`src/addr_gen_pkg.sv`:
```
// Constants, opcodes and control word layout of the address generator front end.
// Assumes a single 200 MHz clock and a 10-bit microcode instruction word.
package addr_gen_pkg;

  // ===========================================================================
  // Widths
  localparam int unsigned ADDR_W  = 16;
  localparam int unsigned INSTR_W = 10;
  localparam int unsigned ALT_W   = 10;
  localparam int unsigned NUM_R   = 8;
  localparam int unsigned NUM_B   = 8;
  localparam int unsigned NUM_CI  = 4;
  localparam int unsigned CR_W    = 11;

  // ===========================================================================
  // Instruction fields: opcode, first and second register index
  localparam int unsigned OPC_HI = 9;
  localparam int unsigned OPC_LO = 6;
  localparam int unsigned FA_HI  = 5;
  localparam int unsigned FA_LO  = 3;
  localparam int unsigned FB_HI  = 2;
  localparam int unsigned FB_LO  = 0;

  // ===========================================================================
  // Opcodes
  localparam logic [3:0] OP_NOP        = 4'h0;
  localparam logic [3:0] OP_LOOP_ADD   = 4'h1;
  localparam logic [3:0] OP_LOOP_SUB   = 4'h2;
  localparam logic [3:0] OP_LOOP_INC   = 4'h3;
  localparam logic [3:0] OP_LOOP_DEC   = 4'h4;
  localparam logic [3:0] OP_LOGIC_OR   = 4'h5;
  localparam logic [3:0] OP_LOGIC_AND  = 4'h6;
  localparam logic [3:0] OP_LOGIC_XOR  = 4'h7;
  localparam logic [3:0] OP_ASR        = 4'h8;
  localparam logic [3:0] OP_LSL        = 4'h9;
  localparam logic [3:0] OP_XFER_ADDR  = 4'hA;
  localparam logic [3:0] OP_XFER_OFS   = 4'hB;
  localparam logic [3:0] OP_XFER_CMP   = 4'hC;
  localparam logic [3:0] OP_BIT_REV    = 4'hD;
  localparam logic [3:0] OP_MISC       = 4'hF;

  // Sub-operations of OP_MISC, held in the first register field
  localparam logic [2:0] SUB_WRITE_ALT   = 3'h0;
  localparam logic [2:0] SUB_CAPTURE_ALT = 3'h1;
  localparam logic [2:0] SUB_SET_PREC    = 3'h2;
  localparam logic [2:0] SUB_LOAD_INIT   = 3'h3;
  localparam logic [2:0] SUB_LOAD_CTRL   = 3'h4;
  localparam logic [2:0] SUB_RESET       = 3'h5;

  // Offset indices that read the data port instead of an offset register
  localparam logic [2:0] OFS_DATA_HI = 3'h7;
  localparam logic [2:0] OFS_DATA_LO = 3'h3;

  // ===========================================================================
  // Control word bits and reset values
  localparam int unsigned CR_COND_ALT = 10;
  localparam int unsigned CR_POST_UPD = 9;
  localparam int unsigned CR_PREC_HI  = 5;
  localparam int unsigned CR_PREC_LO  = 4;
  localparam logic [CR_W-1:0]   CR_RESET  = 11'h000;
  localparam logic [ALT_W-1:0]  ALT_RESET = 10'h000;
  localparam logic [ADDR_W-1:0] ADDR_ZERO = 16'h0000;
  localparam logic [ADDR_W-1:0] MASK_DBL  = 16'h7FFF;
  localparam logic [ADDR_W-1:0] MASK_SGL  = 16'hFFFF;

  typedef enum logic [1:0] {
    PREC_SINGLE = 2'b00,
    PREC_DBL_LSW = 2'b01,
    PREC_DBL_MSW = 2'b10,
    PREC_DBL_ONE = 2'b11
  } precision_e;

endpackage

```
`src/alu_if.sv`:
```
// Operand and result bundle between the decoder and the update unit.
// Assumes a purely combinational consumer on the alu side.
`timescale 1ns/1ps
interface alu_if;
  logic [3:0]                     op;
  logic [addr_gen_pkg::ADDR_W-1:0] src;
  logic [addr_gen_pkg::ADDR_W-1:0] offset;
  logic [addr_gen_pkg::ADDR_W-1:0] result;
  modport alu (input op, input src, input offset, output result);
  modport ctl (output op, output src, output offset, input result);
endinterface

```
`src/addr_update_alu.sv`:
```
// Combinational update unit: add, subtract, step, logic, shift and bit reverse.
// Assumes the caller masks the result for double precision.
`timescale 1ns/1ps
module addr_update_alu (
  // Operands and result
  alu_if.alu bus
);

  // ===========================================================================
  // Bit reverse
  logic [addr_gen_pkg::ADDR_W-1:0] rev;
  genvar k;
  generate
    for (k = 0; k < addr_gen_pkg::ADDR_W; k++) begin : g_rev
      assign rev[k] = bus.src[addr_gen_pkg::ADDR_W-1-k];
    end
  endgenerate

  // ===========================================================================
  // Operation select
  always_comb begin
    unique case (bus.op)
      addr_gen_pkg::OP_LOOP_ADD:  bus.result = bus.src + bus.offset;
      addr_gen_pkg::OP_LOOP_SUB:  bus.result = bus.src - bus.offset;
      addr_gen_pkg::OP_LOOP_INC:  bus.result = bus.src + 16'h0001;
      addr_gen_pkg::OP_LOOP_DEC:  bus.result = bus.src - 16'h0001;
      addr_gen_pkg::OP_LOGIC_OR:  bus.result = bus.src | bus.offset;
      addr_gen_pkg::OP_LOGIC_AND: bus.result = bus.src & bus.offset;
      addr_gen_pkg::OP_LOGIC_XOR: bus.result = bus.src ^ bus.offset;
      addr_gen_pkg::OP_ASR:       bus.result = {bus.src[15], bus.src[15:1]};
      addr_gen_pkg::OP_LSL:       bus.result = {bus.src[14:0], 1'b0};
      addr_gen_pkg::OP_BIT_REV:   bus.result = rev;
      default:                    bus.result = bus.src;
    endcase
  end

endmodule

```
`src/addr_gen_operand_and_alt_instr.sv`:
```
// Operand selection, alternate instruction and precision control of the address generator.
// Assumes instruction, enables and data arrive synchronous to sys_clk_i and are latched
// together; results appear on the outputs at the edge after the latching edge.
//
// Functional notes
// (RL1) Data port select replaces the address register operand for address-output ops.
// (RL2) A data-port operand's updated address is written to the named address register.
// (RL3) Post-update with data port: read, modify and drive the address in one step.
// (RL4) Transfers with data port select take the data port as their source.
// (RL5) Offset index 7 or 3 reads the offset from the data port.
// (RL6) Alternate word of 10 bits runs instead of the port word while enabled.
// (RL7) Alternate enable is latched in the same stage as the instruction.
// (RL8) Alternate register never stores data port select; caller asserts it alongside.
// (RL9) Conditional alternate: true loop compare runs the alternate word next cycle.
// (RL10) Conditional alternate mode suppresses reinitialisation; update always written back.
// (RL11) Instructions without an address output float the port; no-op does nothing else.
// (RL12) Write-alternate loads the alternate register from data bits nine to zero.
// (RL13) Capture-alternate with data port select stores the next port word.
// (RL14) Reset decoded apart with top priority; reset from alternate is a no-op.
// (RL15) Reset at the port always runs, even right after capture-alternate.
// (RL16) Control bits five and four select one of four precision modes.
// (RL17) Bit reverse is not executed in either double-precision mode.
// (RL18) One-chip double: two steps per address, no reinit, no conditional alternate.
// (RL19) Two-chip double: reinit only for step ops; conditional alternate stays.
// (RL20) Single gives 16-bit addresses; double gives 15-bit words.
// (RL21) Single precision drives all 16 bits and allows every instruction.
// (RL22) Set-precision writes the two precision bits.
// (RL23) Increasing loops flag at or above compare; decreasing at or below.
// (RL24) Control bits three to zero enable reinit from matching init register.
`timescale 1ns/1ps
module addr_gen_operand_and_alt_instr (
  // Clock and reset
  input  wire logic        sys_clk_i,
  input  wire logic        rst_i,
  // Microcode side
  input  wire logic [9:0]  instr_i,
  input  wire logic        data_port_select_i,
  input  wire logic        alt_instr_enable_i,
  input  wire logic [15:0] data_i,
  // Address side
  output logic      [15:0] addr_o,
  output logic             addr_oe_n_o,
  output logic             compare_zero_flag_out_o
);

  // ===========================================================================
  // Input stage
  logic [9:0]  instr_q;
  logic        aen_q;
  logic        data_port_select_q;
  logic [15:0] data_q;

  always_ff @(posedge sys_clk_i) begin
    instr_q <= instr_i;
    aen_q   <= alt_instr_enable_i;  // see (RL7)
    data_port_select_q  <= data_port_select_i;
    data_q  <= data_i;
  end

  // ===========================================================================
  // State
  logic [15:0]                        r_file [addr_gen_pkg::NUM_R];
  logic [15:0]                        b_file [addr_gen_pkg::NUM_B];
  logic [15:0]                        c_file [addr_gen_pkg::NUM_CI];
  logic [15:0]                        i_file [addr_gen_pkg::NUM_CI];
  logic [addr_gen_pkg::CR_W-1:0]      control_word;
  logic [addr_gen_pkg::ALT_W-1:0]     alternate_instruction;
  logic                               cond_alt_pend;
  logic                               capture_pend;
  logic                               msw_phase;

  // ===========================================================================
  // Instruction selection
  wire       use_alt    = aen_q | cond_alt_pend;                                // see (RL6)
  wire [2:0] port_sub   = instr_q[addr_gen_pkg::FA_HI:addr_gen_pkg::FA_LO];
  wire       port_reset = instr_q[addr_gen_pkg::OPC_HI:addr_gen_pkg::OPC_LO]
                          == addr_gen_pkg::OP_MISC && port_sub == addr_gen_pkg::SUB_RESET;
  wire       capturing  = capture_pend & ~port_reset;                          // see (RL15)
  wire [9:0] exec_word  = use_alt ? alternate_instruction : instr_q;
  wire [3:0] opc        = exec_word[addr_gen_pkg::OPC_HI:addr_gen_pkg::OPC_LO];
  wire [2:0] fa         = exec_word[addr_gen_pkg::FA_HI:addr_gen_pkg::FA_LO];
  wire [2:0] fb         = exec_word[addr_gen_pkg::FB_HI:addr_gen_pkg::FB_LO];
  wire [1:0] cj         = fb[1:0];
  // A reset word held in the alternate register falls through as a no-op
  wire       live       = ~port_reset & ~capturing;                            // see (RL14)

  // ===========================================================================
  // Precision
  addr_gen_pkg::precision_e prec;
  assign prec = addr_gen_pkg::precision_e'(control_word[addr_gen_pkg::CR_PREC_HI:
                                                        addr_gen_pkg::CR_PREC_LO]); // see (RL16)
  wire dbl     = prec != addr_gen_pkg::PREC_SINGLE;
  wire one_chp = prec == addr_gen_pkg::PREC_DBL_ONE;
  wire two_chp = dbl & ~one_chp;
  wire [15:0] word_mask = dbl ? addr_gen_pkg::MASK_DBL : addr_gen_pkg::MASK_SGL; // see (RL20)

  // ===========================================================================
  // Decode
  wire is_add  = live & opc == addr_gen_pkg::OP_LOOP_ADD;
  wire is_sub  = live & opc == addr_gen_pkg::OP_LOOP_SUB;
  wire is_inc  = live & opc == addr_gen_pkg::OP_LOOP_INC;
  wire is_dec  = live & opc == addr_gen_pkg::OP_LOOP_DEC;
  wire is_loop = is_add | is_sub | is_inc | is_dec;
  wire is_alu  = live & (opc >= addr_gen_pkg::OP_LOGIC_OR) & (opc <= addr_gen_pkg::OP_LSL);
  wire is_xr   = live & opc == addr_gen_pkg::OP_XFER_ADDR;
  wire is_xb   = live & opc == addr_gen_pkg::OP_XFER_OFS;
  wire is_xc   = live & opc == addr_gen_pkg::OP_XFER_CMP;
  wire is_xfer = is_xr | is_xb | is_xc;
  wire is_rev  = live & opc == addr_gen_pkg::OP_BIT_REV & ~dbl;                // see (RL17)
  wire is_misc = live & opc == addr_gen_pkg::OP_MISC;
  wire do_wra  = is_misc & fa == addr_gen_pkg::SUB_WRITE_ALT;
  wire do_lda  = is_misc & fa == addr_gen_pkg::SUB_CAPTURE_ALT & data_port_select_q;       // see (RL13)
  wire do_set_precision_op = is_misc & fa == addr_gen_pkg::SUB_SET_PREC;
  wire do_dti  = is_misc & fa == addr_gen_pkg::SUB_LOAD_INIT;
  wire do_dtcr = is_misc & fa == addr_gen_pkg::SUB_LOAD_CTRL;
  // Single precision reaches every class; double only loses bit reverse
  wire outputs = is_loop | is_alu | is_xfer | is_rev;                          // see (RL21)

  // ===========================================================================
  // Operands
  wire [15:0] src = data_port_select_q ? data_q : r_file[fa];                              // see (RL1)
  wire ofs_dp     = fb == addr_gen_pkg::OFS_DATA_HI | fb == addr_gen_pkg::OFS_DATA_LO;
  wire [15:0] ofs = ofs_dp ? data_q : b_file[fb];                              // see (RL5)

  alu_if alu_bus ();
  assign alu_bus.op     = is_rev ? addr_gen_pkg::OP_BIT_REV : opc;
  assign alu_bus.src    = src & word_mask;
  assign alu_bus.offset = ofs & word_mask;

  addr_update_alu u_alu (
    .bus (alu_bus)
  );

  wire [15:0] upd    = alu_bus.result & word_mask;
  wire        post   = control_word[addr_gen_pkg::CR_POST_UPD];
  // Post-update sends the modified data-port value out in the same step
  wire [15:0] y_val  = (post & ~is_xfer) ? upd : (src & word_mask);            // see (RL3)

  // ===========================================================================
  // Compare and reinitialisation
  wire [15:0] cval     = c_file[cj] & word_mask;
  wire        rising   = is_add | is_inc;
  wire        cmp_hit  = is_loop & (rising ? (y_val >= cval) : (y_val <= cval)); // see (RL23)
  wire        cond_alt = control_word[addr_gen_pkg::CR_COND_ALT];
  wire        reinit_ok = is_loop & control_word[cj] & ~cond_alt & ~one_chp     // see (RL24)
                          & ~(two_chp & (is_add | is_sub));                    // see (RL19)
  wire        do_reinit = reinit_ok & cmp_hit;                                 // see (RL10)
  // One-chip double gives up the conditional alternate; two-chip keeps it
  wire        set_cond  = cmp_hit & cond_alt & ~one_chp;                       // see (RL9) (RL18)
  wire        writes_r  = is_loop | is_alu | is_rev | is_xr;
  wire [15:0] next_r    = do_reinit ? i_file[cj] : (is_xr ? src : upd);        // see (RL2) (RL4)
  wire [1:0]  next_prec = fb[1:0] ^ {2{data_port_select_q}};

  // ===========================================================================
  // Register files
  always_ff @(posedge sys_clk_i) begin
    if (writes_r) begin
      r_file[fa] <= next_r;                                                    // see (RL2)
    end
    if (is_xb) begin
      b_file[fb] <= src;                                                       // see (RL4)
    end
    if (is_xc) begin
      c_file[cj] <= src;
    end
    if (do_dti) begin
      i_file[cj] <= data_q;
    end
  end

  // ===========================================================================
  // Control word and alternate register
  always_ff @(posedge sys_clk_i) begin
    if (rst_i || port_reset) begin
      control_word <= addr_gen_pkg::CR_RESET;                                  // see (RL14)
    end else if (do_dtcr) begin
      control_word <= data_q[addr_gen_pkg::CR_W-1:0];
    end else if (do_set_precision_op) begin
      control_word[addr_gen_pkg::CR_PREC_HI:addr_gen_pkg::CR_PREC_LO] <= next_prec; // see (RL22)
    end
  end

  // Only the ten-bit word is kept; data port select is never stored
  always_ff @(posedge sys_clk_i) begin
    if (rst_i) begin
      alternate_instruction <= addr_gen_pkg::ALT_RESET;
    end else if (capturing) begin
      alternate_instruction <= instr_q;                                        // see (RL13) (RL8)
    end else if (do_wra) begin
      alternate_instruction <= data_q[addr_gen_pkg::ALT_W-1:0];                // see (RL12)
    end
  end

  always_ff @(posedge sys_clk_i) begin
    if (rst_i || port_reset) begin
      cond_alt_pend <= 1'b0;
      capture_pend  <= 1'b0;
      msw_phase     <= 1'b0;
    end else begin
      cond_alt_pend <= set_cond;                                               // see (RL9)
      capture_pend  <= do_lda;
      if (one_chp && outputs) begin
        msw_phase <= ~msw_phase;                                               // see (RL18)
      end
    end
  end

  // ===========================================================================
  // Outputs
  wire [15:0] next_addr = one_chp ? {msw_phase, y_val[14:0]} : y_val;         // see (RL20)
  wire        next_flag = is_loop ? cmp_hit : (y_val == addr_gen_pkg::ADDR_ZERO);

  always_ff @(posedge sys_clk_i) begin
    if (rst_i) begin
      addr_o                  <= addr_gen_pkg::ADDR_ZERO;
      addr_oe_n_o             <= 1'b1;
      compare_zero_flag_out_o <= 1'b0;
    end else begin
      addr_o                  <= outputs ? next_addr : addr_gen_pkg::ADDR_ZERO;
      addr_oe_n_o             <= ~outputs;                                     // see (RL11)
      compare_zero_flag_out_o <= outputs & next_flag;
    end
  end
endmodule

```
`config.mk`:
```
export PLATFORM = sky130hd
export DESIGN_NAME = addr_gen_operand_and_alt_instr
export DESIGN_NICKNAME = d
export VERILOG_FILES = /design/src/addr_gen_pkg.sv /design/src/alu_if.sv /design/src/addr_update_alu.sv /design/src/addr_gen_operand_and_alt_instr.sv
export SDC_FILE = /design/constraint.sdc
export NUM_CORES = 1
export LEC_CHECK = 0
export ABC_AREA = 1
export BUFFER_PORTS_ARGS = -buffer_cell sky130_fd_sc_hd__buf_2
export CAP_MARGIN = 40
export CORE_ASPECT_RATIO = 2
export CORE_MARGIN = 2
export CORE_UTILIZATION = 50
export CTS_CLUSTER_DIAMETER = 120
export DETAILED_ROUTE_END_ITERATION = 8
export PLACE_DENSITY = 0.63
export SLEW_MARGIN = 30
export SYNTH_ARGS = -nofsm -noshare
export SYNTH_HDL_FRONTEND = slang
export SYNTH_SLANG_ARGS = --single-unit
```
`constraint.sdc`:
```
create_clock -name sys_clk_i -period 7.2 [get_ports sys_clk_i]
set_input_delay 1.08 -clock sys_clk_i [delete_from_list [all_inputs] [get_ports sys_clk_i]]
set_output_delay 1.08 -clock sys_clk_i [all_outputs]
set_load 0.01 [all_outputs]
```
==> run metrics <==
total power=about 6 mW; fin. max-slew vios=0; Setup violations, final=0; clock root buffer=clkbuf_16; Synth Instances=~2.0k; top-count cell post-synth=nand2_1; Pre-antenna DRT Iters=5; Synth area leader=edfxtp_1; synthesized-area fraction occupied by adder cells=about 4.2%; Cell Count, Final, Fillers Out=~2.7k; GP Congestion=roughly 1.1; mux share of post-synthesis cell area=0%; die area=between 0.04 and 0.05 mm²; pwr/cell area=257.9 mW/mm²; Post-DRT Antenna Nets=0; Via Count=15.33k; H-Tree Depth=2; CTS Hold Buffers Added=0; Synth Register Bits=419; grt ovf=0; synth warn=0; sequential fraction of the synthesis area=between 50% and 60%; CTS Buf Count=37; Final #Nets=roughly 2.2k; Post-synth EDFFs=about 350; Synth Area in Compound Gates=under 10%; largest net degree at the start of global routing=28; hold_ws=around 460 ps; critical path peak fanout=17; Placed Cells=~2.6k; Netlist cell types=56; num ports=48; Worst Hold Class=flop to flop; final hold vios=0; ys async rst share=0%; setup TNS=0 ps; status=completed; clock buffer depth=3; syn nets=approximately 2.1k; Area Growth Syn to Fin=13.75%; maximum vdd drop=between 0.2 and 0.25 mV; layout cells sized above 1=between 10% and 20%; total track usage=32.70%; CTS sink count=between 400 and 500; Primary FF master, synth=edfxtp_1; clk slew on worst S/H paths=around 70 ps; port bufs=47; fillers=between 3k and 4k; WP data required=around 7500 ps; main combinational cell family by area after synthesis=simple AND/OR/NAND/NOR gates; Initial Util=about half; Crit Path Category=flop to flop; Slowest-stage cell, CP=dfxtp_1; Routed Wire Length=roughly 68000 µm; Tcrit/Tclk final=approximately 94%; Clock Latency Late Sink=560 ps; die span in x=approximately 150 µm; site row count=between 100 and 150; crit-path most repeated cell=nand2_1; routed length per placed instance=between 20 and 30 µm; Post-DP HPWL=49650 µm; crit path time final=between 6000 and 7000 ps; CTS tree=built; synthesized area=between 0.015 and 0.02 mm²; initial antenna violation count=0; DRC viols=0; CP endpoint kind=flop; Synth top cells by count=nand2_1, edfxtp_1, inv_1; Static Leak=just over 9 nW; Max Cap Viol=0; largest cells by area after synthesis=edfxtp_1, nand2_1, dfxtp_1; Slew headroom=~40%; Via-to-Cell Ratio=between 5 and 6; actual slew at the worst max-slew pin=898.0 ps; CP peak stage delay=around 330 ps; FMAX=148.3 MHz; Chip Height=approximately 290 µm; drt first-iter violations=1255; Post-Synth Simple-Gate Area=between 20% and 30%; worst path arrival time=between 7000 and 8000 ps; vias in the first global route=approximately 15k; antenna cells=0; Synth top area share=approximately 53%; RSZ-0062 raised after global routing=no; Core Area=slightly below 0.04 mm²; Post-Syn Area per Cell=around 10 µm²; Synth Area in XOR/XNOR=less than 1%; Startpoint Class=flop; Clock Skews=25.43 ps; first-pass GRT wire length=between 90000 and 100000 µm
==> power by group <==
part           switching (mW)  internal, mW
clock                   0.871          1.05
sequential             0.0280          2.77
combinational           0.784         0.339
total                    1.68          4.16
==> placed cells by master, fill, tap and decap left out, types with 9 or more instances in the layout <==
master	instances
dfxtp_1	67
nand2_2	42
a22oi_1	28
nand3b_1	12
buf_4	113
nand4_1	32
edfxtp_1	352
o21ai_0	65
clkinv_1	12
a31oi_1	14
ha_1	66
o21ai_1	19
or2_2	13
inv_2	20
nand2_1	533
nand3_1	115
nor2_1	131
xor2_1	9
clkbuf_16	37
clkbuf_1	11
buf_2	48
inv_1	192
a221oi_1	10
o21ai_2	19
a21oi_1	66
==> critical path, delay by kind of cell, from the launching register on <==
kind / cells / cell delay (ps)
XOR/XNOR: 2 / 300
AO/OA/AOI/OAI: 9 / 1330
adder cells (fa/ha/maj): 2 / 620
buffers and inverters: 10 / 1360
flip-flops: 1 / 330
AND/OR/NAND/NOR: 20 / 2500
==> final timing paths <==
check | from | endpoint | slack [ps] | depth (start not counted)
worst min-delay path | control_word[0]$_SDFFE_PP0P_ | control_word[0]$_SDFFE_PP0P_ | 460 | 2
worst min register to register | control_word[0]$_SDFFE_PP0P_ | control_word[0]$_SDFFE_PP0P_ | 460 | 2
worst max register to register | cond_alt_pend$_SDFF_PP0_ | r_file[5][11]$_DFFE_PP_ | 460 | 43
worst max-delay path | cond_alt_pend$_SDFF_PP0_ | r_file[5][11]$_DFFE_PP_ | 460 | 43
==> metal layers <==
layer | up-vias | GRT usage, % | share of wire [%]
met3 | 274 | 5.612 | 5.8
met5 | - | 0 | 0
met4 | 0 | 28.04 | 11
li1 | 7093 | - | -
met2 | 614 | 57.96 | 50
met1 | 7353 | 33.27 | 33
==> cell type report <==
cell class / count / area, µm² / area share (%)
inverter: 220 / 828.3 / 3.658
clock inverter: 14 / 128.9 / 0.5691
timing repair buffer: 168 / 1180 / 5.211
sequential: 419 / 11910 / 52.60
multi-input combinational: 1288 / 6903 / 30.48
tap: 525 / 656.9 / 2.901
clock buffer: 53 / 1036 / 4.575
==> per-stage QoR <==
stage	setup slack, ps	area [µm²]	utilization, %
finish	455.5	22640	57.42
global route	26.53	22640	57.42
CTS	120.2	22520	57.11
detailed placement	153.7	21360	54.16
global placement	256.0	21320	54.06
floorplan	1394	19910	-
==> flip-flops by register name, summed over array words and instances, names as in the netlist, 8 cells and up <==
name,flops
control_word,8
r_file,128
i_file,64
c_file,64
instr_q,10
addr_o,16
alternate_instruction,10
b_file,96
data_q,16
==> kinds of logic after synthesis <==
| kind of cell | after synthesis |
|---|---|
| AOI/OAI and AO/OA | 283 |
| xor gates and xnor gates | 12 |
| adders and majority gates | 67 |
| buffers and inverters | 289 |
| DFF | 419 |
| and+or+nand+nor | 926 |
==> timing repair <==
action / CTS / global route
gates resized for setup: 0 / 24
setup endpoints to repair: 0 / 129
buffers inserted: 0 / 2
(Power assumes the default switching activity.)
